<file path="config.mk">
export PLATFORM = sky130hd
export DESIGN_NAME = rx_port_page_select
export DESIGN_NICKNAME = d
export VERILOG_FILES = /design/src/common/page_select_pkg.sv /design/src/verilog/rx_port_page_select.sv
export SDC_FILE = /design/constraint.sdc
export NUM_CORES = 1
export LEC_CHECK = 0
export BUFFER_PORTS_ARGS = -buffer_cell sky130_fd_sc_hd__buf_2
export CAP_MARGIN = 20
export CORE_ASPECT_RATIO = 1.4
export CORE_MARGIN = 8
export CORE_UTILIZATION = 52
export CTS_CLUSTER_DIAMETER = 60
export DETAILED_ROUTE_END_ITERATION = 8
export GPL_ROUTABILITY_DRIVEN = 0
export PLACE_DENSITY = 0.73
export SYNTH_ARGS = -nofsm -noshare
export SYNTH_HDL_FRONTEND = slang
export SYNTH_SLANG_ARGS = --single-unit
</file>
<file path="constraint.sdc">
create_clock -name mclk -period 5.4 [get_ports mclk]
set_input_delay 0.27 -clock mclk [delete_from_list [all_inputs] [get_ports mclk]]
set_output_delay 0.27 -clock mclk [all_outputs]
set_load 0.03 [all_outputs]
</file>
<file path="src/common/page_select_pkg.sv">
package page_select_pkg;
   localparam int          PORT_COUNT     = 4;
   localparam int          SOURCE_COUNT   = 5;   // local i2c + one per port
   localparam logic [7:0]  OFFS_EMBED     = 8'h4B;
   localparam logic [7:0]  OFFS_PAGE_SEL  = 8'h4C;
   localparam logic [7:0]  OFFS_STATUS1   = 8'h4D;
   localparam logic [7:0]  PAGED_LO_A     = 8'h4D;
   localparam logic [7:0]  PAGED_HI_A     = 8'h7F;
   localparam logic [7:0]  PAGED_LO_B     = 8'hD0;
   localparam logic [7:0]  PAGED_HI_B     = 8'hDF;
   localparam logic [5:0]  RST_EMBED_CODE = 6'h12;
   localparam logic [1:0]  RST_LINE_COUNT = 2'h0;
   localparam logic [1:0]  RST_READ_PORT  = 2'h0;
   localparam logic [3:0]  RST_WRITE_EN   = 4'h0;
   localparam logic [1:0]  RST_LINES_SEEN = 2'h0;
   localparam int          FIELD_PHYS_LSB = 6;
   localparam int          FIELD_READ_LSB = 4;
   localparam int          FIELD_WEN_LSB  = 0;
   localparam int          FIELD_CNT_LSB  = 6;
   localparam int          FIELD_CODE_LSB = 0;
   localparam int          FIELD_STS_LSB  = 6;
   localparam logic [2:0]  SRC_LOCAL      = 3'h0;

   // one host access from a given source
   typedef struct packed {
      logic       valid;
      logic       write;
      logic [2:0] source;  // 0 local i2c, 1..4 control channel of port n-1
      logic [7:0] addr;
      logic [7:0] wdata;
   } host_req_t;

   // read answer
   typedef struct packed {
      logic       valid;
      logic [7:0] rdata;
   } host_rsp_t;

   // per-source page selection
   typedef struct packed {
      logic [1:0] read_port;
      logic [3:0] write_en;
   } page_sel_t;

   // packet tagging request from the receive datapath
   typedef struct packed {
      logic       valid;
      logic [1:0] port;
      logic       frame_start;
      logic       long_packet;
      logic       raw_twelve;
      logic       csi_mode;
      logic [5:0] raw_ten_type_code;
      logic [5:0] raw_twelve_type_code;
   } pkt_req_t;

   typedef struct packed {
      logic       valid;
      logic       embedded;
      logic [5:0] data_type;
   } pkt_rsp_t;
endpackage

</file>
<file path="src/verilog/rx_port_page_select.sv">
`timescale 1ns/100ps

module rx_port_page_select #(
   parameter int PORTS = page_select_pkg::PORT_COUNT
) (
   // clock and reset
   input  wire logic                       mclk,
   input  wire logic                       srst,
   // host register access
   input  wire page_select_pkg::host_req_t host_req,
   output page_select_pkg::host_rsp_t      host_rsp,
   // receive datapath packet tagging
   input  wire page_select_pkg::pkt_req_t  pkt_req,
   output page_select_pkg::pkt_rsp_t       pkt_rsp
);
   localparam int SRCS = page_select_pkg::SOURCE_COUNT;

   // per-port page storage and per-source selection
   logic [1:0]                  line_count_ff [PORTS];
   logic [1:0]                  nxt_line_count [PORTS];
   logic [5:0]                  type_code_ff [PORTS];
   logic [5:0]                  nxt_type_code [PORTS];
   logic [1:0]                  lines_seen_ff [PORTS];
   logic [1:0]                  nxt_lines_seen [PORTS];
   page_select_pkg::page_sel_t  sel_ff [SRCS];
   page_select_pkg::page_sel_t  nxt_sel [SRCS];
   page_select_pkg::host_rsp_t  nxt_host_rsp;
   page_select_pkg::pkt_rsp_t   nxt_pkt_rsp;
   // decode of the current host access
   logic                        src_ok;
   page_select_pkg::page_sel_t  cur_sel;
   logic [1:0]                  rd_port;

   // receive port that carries a control channel source
   function automatic logic [1:0] src_port(input logic [2:0] src);
      return 2'(src - 3'h1);
   endfunction

   // reset value of one source's selection
   function automatic page_select_pkg::page_sel_t sel_default(
      input logic [2:0] src);
      page_select_pkg::page_sel_t d;
      d.read_port = page_select_pkg::RST_READ_PORT;
      d.write_en  = page_select_pkg::RST_WRITE_EN;
      // a control channel source starts on its own port
      if (src != page_select_pkg::SRC_LOCAL) begin
         d.read_port = src_port(src);
         d.write_en  = 4'(4'h1 << src_port(src));
      end
      return d;
   endfunction

   // true for the per-port address windows
   function automatic logic is_paged(input logic [7:0] a);
      return (a >= page_select_pkg::PAGED_LO_A &&
              a <= page_select_pkg::PAGED_HI_A) ||
             (a >= page_select_pkg::PAGED_LO_B &&
              a <= page_select_pkg::PAGED_HI_B) ||
             a == page_select_pkg::OFFS_EMBED;
   endfunction

   // the requesting source's selection, zero beyond the last source
   always_comb begin
      src_ok  = host_req.source < 3'(SRCS);
      cur_sel = '0;
      if (src_ok) begin
         cur_sel = sel_ff[host_req.source];
      end
      rd_port = cur_sel.read_port;
   end

   // page select writes, each source keeps its own copy
   always_comb begin
      for (int s = 0; s < SRCS; s++) begin
         nxt_sel[s] = sel_ff[s];
      end
      if (host_req.valid && host_req.write && src_ok &&
          host_req.addr == page_select_pkg::OFFS_PAGE_SEL) begin
         // the physical index bits are read only and dropped here
         nxt_sel[host_req.source].read_port =
            host_req.wdata[page_select_pkg::FIELD_READ_LSB +: 2];
         nxt_sel[host_req.source].write_en  =
            host_req.wdata[page_select_pkg::FIELD_WEN_LSB +: 4];
      end
   end

   // selection registers
   always_ff @(posedge mclk) begin
      if (srst) begin
         for (int s = 0; s < SRCS; s++) begin
            sel_ff[s] <= sel_default(3'(s));
         end
      end else begin
         sel_ff <= nxt_sel;
      end
   end

   // embed register writes land in every enabled port page at once
   always_comb begin
      for (int p = 0; p < PORTS; p++) begin
         nxt_line_count[p] = line_count_ff[p];
         nxt_type_code[p]  = type_code_ff[p];
         if (host_req.valid && host_req.write && src_ok &&
             cur_sel.write_en[p] &&
             host_req.addr == page_select_pkg::OFFS_EMBED) begin
            nxt_line_count[p] =
               host_req.wdata[page_select_pkg::FIELD_CNT_LSB +: 2];
            nxt_type_code[p]  =
               host_req.wdata[page_select_pkg::FIELD_CODE_LSB +: 6];
         end
      end
   end

   // page storage, a packet in the write cycle still sees the old page
   always_ff @(posedge mclk) begin
      if (srst) begin
         for (int p = 0; p < PORTS; p++) begin
            line_count_ff[p] <= page_select_pkg::RST_LINE_COUNT;
            type_code_ff[p]  <= page_select_pkg::RST_EMBED_CODE;
         end
      end else begin
         line_count_ff <= nxt_line_count;
         type_code_ff  <= nxt_type_code;
      end
   end

   // read answer from the selection or from the read port's page
   always_comb begin
      logic [7:0] rd;
      rd = 8'h00;
      nxt_host_rsp.valid = host_req.valid && !host_req.write;
      if (nxt_host_rsp.valid && src_ok) begin
         if (host_req.addr == page_select_pkg::OFFS_PAGE_SEL) begin
            if (host_req.source != page_select_pkg::SRC_LOCAL) begin
               rd[page_select_pkg::FIELD_PHYS_LSB +: 2] =
                  src_port(host_req.source);
            end
            rd[page_select_pkg::FIELD_READ_LSB +: 2] = cur_sel.read_port;
            rd[page_select_pkg::FIELD_WEN_LSB +: 4]  = cur_sel.write_en;
         end else if (is_paged(host_req.addr)) begin
            if (host_req.addr == page_select_pkg::OFFS_EMBED) begin
               rd = {line_count_ff[rd_port], type_code_ff[rd_port]};
            end else if (host_req.addr == page_select_pkg::OFFS_STATUS1) begin
               rd[page_select_pkg::FIELD_STS_LSB +: 2] = rd_port;
            end
         end
      end
      // idle cycles and unmapped offsets read as zero
      nxt_host_rsp.rdata = rd;
   end

   // answer register
   always_ff @(posedge mclk) begin
      if (srst) begin
         host_rsp <= '0;
      end else begin
         host_rsp <= nxt_host_rsp;
      end
   end

   // per-frame long packet substitution
   always_comb begin
      for (int p = 0; p < PORTS; p++) begin
         nxt_lines_seen[p] = lines_seen_ff[p];
      end
      nxt_pkt_rsp.valid     = pkt_req.valid;
      nxt_pkt_rsp.embedded  = 1'b0;
      nxt_pkt_rsp.data_type = pkt_req.raw_twelve ?
         pkt_req.raw_twelve_type_code : pkt_req.raw_ten_type_code;
      // a new frame restarts the count, its own answer stays raw
      if (pkt_req.valid && pkt_req.frame_start) begin
         nxt_lines_seen[pkt_req.port] = page_select_pkg::RST_LINES_SEEN;
      end else if (pkt_req.valid && pkt_req.long_packet &&
                   !pkt_req.csi_mode) begin
         if (lines_seen_ff[pkt_req.port] < line_count_ff[pkt_req.port]) begin
            nxt_pkt_rsp.embedded  = 1'b1;
            nxt_pkt_rsp.data_type = type_code_ff[pkt_req.port];
            nxt_lines_seen[pkt_req.port] =
               2'(lines_seen_ff[pkt_req.port] + 2'h1);
         end
      end
   end

   // packet counters and answer register
   always_ff @(posedge mclk) begin
      if (srst) begin
         for (int p = 0; p < PORTS; p++) begin
            lines_seen_ff[p] <= page_select_pkg::RST_LINES_SEEN;
         end
         pkt_rsp <= '0;
      end else begin
         lines_seen_ff <= nxt_lines_seen;
         pkt_rsp       <= nxt_pkt_rsp;
      end
   end
endmodule // rx_port_page_select
</file>
== Yosys cells after proc, flatten, opt, wreduce, memory -nomap -nowiden ==
Cells that the tools add are included.

* Register bits after elaboration: 87
* Bits of input ports: 42
* Output and inout port bits: 17
* Logic and storage cells: 121

* $add $sub $neg: 2
* $lt $le $gt $ge: 11
* Eq/ne operators: 3
* Mux-type cells: 41
* Bitwise gates (word level): 7
* Reductions and logical operators: 30

{| class="wikitable"
|+ Operator list
! cell !! number
|-
| $mux W6 || 12
|-
| $bwmux W30 || 2
|-
| $mux W8 || 5
|-
| $demux W6 S3 || 2
|-
| $bmux W6 S2 || 2
|-
| $eq A8 B7 Y1 const B || 3
|-
| $logic_and A1 B1 Y1 || 20
|-
| $mux W2 || 10
|-
| $bmux W6 S3 || 1
|-
| $bmux W2 S2 || 3
|-
| $and A8 B8 Y8 || 1
|-
| $bwmux W8 || 1
|-
| $ge A8 B7 Y1 const B || 1
|-
| $ge A8 B8 Y1 const B || 1
|-
| $le A8 B7 Y1 const B || 1
|-
| $le A8 B8 Y1 const B || 1
|-
| $not A8 Y8 || 1
|-
| $mux W7 || 1
|-
| $ge A3 B3 Y1 const B || 2
|-
| $not A2 Y3 || 2
|-
| $demux W2 S2 || 1
|-
| $ge A4 B4 Y1 const B || 1
|-
| $lt A4 B1 Y1 const B || 1
|-
| $mux W4 || 1
|-
| 14 further kinds || 18
|}

== Depth between registers and ports, before layout ==
* Depth in word-level cells: 12
* Depth in mapped cells: 11
* Depth with buffers taken out: 8

== Worst setup path after synthesis ==
OpenSTA, ideal clock, no wires.

* Path type: input to register
* Start: input port pkt_req[16] in the netlist's numbering
* End: register lines_seen_ff[2] in the netlist's numbering
* Setup time: 0.086 ns
* Arrival: 2.690 ns
* Required time: 5.314 ns
* Setup slack: 2.624 ns
* Stages: 10
* Buffers on the path: 2
* Cells stage by stage: buf_2 buf_1 mux4_2 inv_1 ha_1 or4bb_1 or3_1 nor3_1 nor2_1 a211oi_1

* Cells in the longest elaborated chain, start to end: 9
* Elaborated cells between the ends (all ways): 22
* Classes of those cells: 1 x add/sub; 3 x order compare; 12 x mux; 3 x bitwise; 3 x reduce/logical

{| class="wikitable"
|+ RTL lines
! item !! RTL line !! source
|-
| from (decl) || rx_port_page_select.sv:13 || <nowiki>input wire page_select_pkg::pkt_req_t pkt_req,</nowiki>
|-
| $not A2 Y3 (implied by the code) * || - ||
|-
| $bmux W2 S2 (tied with other cells) || rx_port_page_select.sv:175, rx_port_page_select.sv:179 ||
|-
| $mux W2 (implied by the code) or $logic_and A1 B1 Y1 (tied branches) || - ||
|-
| $mux W2 (on tied branches) || - ||
|-
| $add A2 B1 Y2 or $demux W2 S2 (tied branches) || rx_port_page_select.sv:179, rx_port_page_select.sv:172, rx_port_page_select.sv:178 ||
|-
| $bwmux W8 || rx_port_page_select.sv:178 || <nowiki>nxt_lines_seen[pkt_req.port] =</nowiki>
|-
| $mux W8 || rx_port_page_select.sv:175 || <nowiki>if (lines_seen_ff[pkt_req.port] < line_count_ff[pkt_req.port]) begin</nowiki>
|-
| $mux W8 || rx_port_page_select.sv:173 || <nowiki>end else if (pkt_req.valid && pkt_req.long_packet &&</nowiki>
|-
| $mux W8 || rx_port_page_select.sv:171 || <nowiki>if (pkt_req.valid && pkt_req.frame_start) begin</nowiki>
|-
| to (signal, indexed assignment) || rx_port_page_select.sv:188 || <nowiki>lines_seen_ff[p] <= page_select_pkg::RST_LINES_SEEN;</nowiki>
|-
| to (signal assigned) || rx_port_page_select.sv:192 || <nowiki>lines_seen_ff <= nxt_lines_seen;</nowiki>
|-
| to (decl) || rx_port_page_select.sv:23 || <nowiki>logic [1:0] lines_seen_ff [PORTS];</nowiki>
|}

Mark *: on every way between the ends. The rest lies on a longest branch, timed or not. The select of a mux whose other input is x is not followed.
A chain may end at the register's enable or synchronous reset.

== Final worst setup path ==
* Start: input port pkt_req[16] in the netlist's numbering
* End: register lines_seen_ff[7] in the netlist's numbering

Same word-level chain as after synthesis.

==> results.py <==
metrics = {
    "placed_design": {
        "dp.cells": 618,
        "pre_cts_ws_ns": 2.10,
        "dpl.hpwl_mm": 8.02,
        "port_buffers": 58,
        "place_area_sq_mm": 0.00468,
    },
    "drt": {
        "via_per_inst": 6.03,
        "dr.pass1.iters": 5,
        "drt_wl_total_mm": 11.5,
        "drc": 0,
        "ant_nets": 0,
        "drt-initial-drc-count": 400,
        "vias": 3821,
        "wire_per_inst_um": 18.1,
    },
    "sta": {
        "fmax_mhz": 336,
        "hold_viol": 0,
        "worst_pin_slew_ns": 1.13,
        "fin_crit_sh_pct": 55.2,
        "slew_viol_final": 0,
        "grt_setup_unrepaired": "no",
        "setup_ws_ns": 2.42,
        "setup_tns_ns": 0,
        "fin_worst_skew_ns": 0.00746,
        "min_period_ns": 2.98,
        "setup_viol": 0,
        "slew_headroom_pct": 24.1,
    },
    "critical_path": {
        "cpPeakStageDelay_ns": 0.61,
        "r2r_start": "lines_seen_ff[1]$_SDFFE_PP0P_",
        "cp-end-kind": "register",
        "worstPathArrival_ns": 3.23,
        "crit_fanout": 16,
        "r2r_slack_ns": 2.52,
        "startpoint_type": "primary input",
        "cp_cell_sequence": "buf_2 -> mux4_2 -> ha_1 -> or4bb_1 -> nor2_1 -> o21ai_1 -> or3_1 -> o32ai_1",
        "r2r_cells": 7,
        "worst-path-buf-inv": 1,
        "worstSetupPathDepth": 8,
        "r2r_end": "lines_seen_ff[7]$_SDFFE_PP0P_",
        "endpoint": "lines_seen_ff[7]$_SDFFE_PP0P_",
        "cp-startpoint": "pkt_req[16]",
        "worst-endpoint-required_ns": 5.65,
        "slowest_stage": "mux4_2",
        "crit_type": "in -> reg",
        "critical_path.top_delay_family": "simple AND/OR/NAND/NOR gates",
    },
    "grt": {
        "grt_overflow_total": 0,
        "grt_pass1_vias": 3707,
        "grt_max_degree": 66,
        "track_usage_pct": 19.7,
        "grt_pass1_wl_mm": 18.6,
        "antenna_found_initial": 0,
    },
    "finish": {
        "design_area_sq_mm": 0.00499,
        "final_common_cell": "dfxtp_1",
        "final_cell_mix": "87 x dfxtp_1, 69 x nand2_1, 58 x buf_2",
        "layout-drive-gt1-share_pct": 21.4,
        "instances_no_fill": 634,
        "fillers": 712,
        "fin_util_pct": 60.8,
        "area_delta_synth_final_pct": 13.6,
        "antennaDiodeCount": 0,
        "fin_nets": 570,
    },
    "clock_network": {
        "post-cts-setup-buffers": 0,
        "cts_tree": "done",
        "clk_latency_ns": 0.34,
        "cts_buffers": 9,
        "root_buffer": "clkbuf_16",
        "htree_levels": 3,
        "cts-hold-fix-buffers": 0,
        "max-clock-path-buffers": 2,
        "cts-resized-gates": 0,
        "clk_pin_slew_ns": 0.06,
        "cts_num_sinks": 87,
    },
    "synthesis": {
        "synth_top_family_by_area": "simple AND/OR/NAND/NOR gates",
        "synthFlopType": "dfxtp_1",
        "synth_cell_types": 62,
        "synth_nets": 530,
        "synth-seq-cells": 87,
        "yosysWarningCount": 0,
        "synthSimpleGateAreaFrac_pct": 19.4,
        "netlist_area_sq_mm": 0.00439,
        "synth_xor_xnor_area_share_pct": 0.399,
        "synth_seq_area_share_pct": 39.7,
        "synth-compound-area-share_pct": 18.3,
        "synth-async-reset-ratio_pct": 0,
        "synth_fa_ha_area_share_pct": 0.285,
        "synth_edf_count": 0,
        "avgSynthCellArea_sq_um": 9.01,
        "muxShareOfSynthArea_pct": 16.9,
        "syn_inst": 487,
    },
    "floorplan": {
        "initial_utilization_pct": 53.5,
        "die_y_um": 125,
        "num_rows": 39,
        "dieArea_sq_mm": 0.0117,
        "io_pins": 59,
        "die_x_um": 93.6,
        "coreArea_sq_mm": 0.00820,
    },
    "flow_run": {
        "max_cap_viol_count": 0,
    },
    "power_and_ir_drop": {
        "p_leak_nw": 2.02,
        "p_per_area_mw_per_mm2": 279,
        "peakVddDrop_mv": 0.319,
    },
    "worst_hold_path": {
        "hold_path_class": "in -> reg",
    },
    "outcome": {
        "outcome": "completed",
    },
}
-- flip-flops by register name, indices dropped and copies added (netlist names) --
| signal | count |
|---|---|
| sel_ff | 30 |
| lines_seen_ff | 8 |
| line_count_ff | 8 |
| pkt_rsp | 8 |
| type_code_ff | 24 |
| host_rsp | 9 |
-- per-stage QoR --
step / hold WS [ns] / power [W]
floorplan: 0.398 / 0.000736
global placement: 0.450 / 0.000770
detailed placement: 0.464 / 0.000774
CTS: 0.185 / 0.00140
global route: 0.203 / 0.00144
finish: 0.189 / 0.00139
-- cells by family after synthesis --
logic type,Yosys count
compound gates,120
xor+xnor,2
fa+ha+maj,1
buf+inv,50
flops,87
mux,56
simple gates,171
-- how the worst min path moves through the flow --
stage | from | endpoint | slack (ns) | cells past startpoint
after floorplan | pkt_req[18] | pkt_rsp[7]$_SDFF_PP0_ | 0.40 | 1
after global placement | sel_ff[11]$_SDFFE_PP1P_ | sel_ff[11]$_SDFFE_PP1P_ | 0.45 | 2
after detailed placement | sel_ff[4]$_SDFFE_PP1P_ | sel_ff[4]$_SDFFE_PP1P_ | 0.46 | 2
after CTS | pkt_req[18] | pkt_rsp[7]$_SDFF_PP0_ | 0.19 | 2
after global routing | host_req[6] | line_count_ff[0]$_SDFFE_PP0P_ | 0.20 | 3
final | pkt_req[18] | pkt_rsp[7]$_SDFF_PP0_ | 0.19 | 2
-- worst reg2reg max path, stage by stage, from the launching register on --
cell and delay (ns):
dfxtp_1 0.32, mux4_2 0.51, ha_1 0.22, or4bb_1 0.57
nor2_1 0.11, o21ai_1 0.29, or3_1 0.53, o32ai_1 0.25
-- final cells by class --
cell class	count	area [sq um]	share of cell area, %
clock buffer	10	239	4.79
inverter	17	63.8	1.28
sequential	87	1740	34.9
tap	102	128	2.56
multi-input combinational	350	2430	48.7
clock inverter	6	67.6	1.36
timing repair buffer	62	320	6.42
-- where the power goes --
group	total, W	internal, W	switching [W]	leakage [nW]
combinational	0.000113	0.0000376	0.0000752	1.17
sequential	0.000647	0.000646	0.000000915	0.704
clock	0.000630	0.000372	0.000258	0.145
total	0.00139	0.00106	0.000334	2.02
-- synth_stat cells (all sizes together), types with 2 or more instances --
cell type  instances  area (sq um)
a211oi            11          87.6
a21bo              2          20.0
a21boi             2          15.0
a21oi             30           150
a22oi              3          27.5
a2bb2oi            4          35.0
a31o               5          43.8
a31oi              3          18.8
and2               2          12.5
buf               13          81.3
clkbuf            20          75.1
dfxtp             87          1740
inv               17          63.8
mux2               5          56.3
mux2i             37           370
mux4              14           315
nand2             69           259
nand2b             3          18.8
nand3             10          50.1
nand3b             2          15.0
nand4              2          12.5
nor2              51           239
nor2b             11          71.3
nor3               4          25.0
nor4               2          18.8
o211ai             3          22.5
o21ai             36           180
o221ai             8          70.1
o32ai              4          35.0
or3                3          18.8
or3b               2          17.5
or4bb              2          22.5
xnor2              2          17.5
-- layer usage --
layer | vias to the layer above | track usage [%] | share of wire, %
met1 | 1817 | 22.2 | 39
li1 | 1824 | - | -
met3 | 25 | 3.80 | 7.0
met2 | 155 | 34.1 | 51
met5 | - | 0 | 0
met4 | 0 | 9.75 | 2.5
Note: power is estimated with default switching activity, not from simulation.
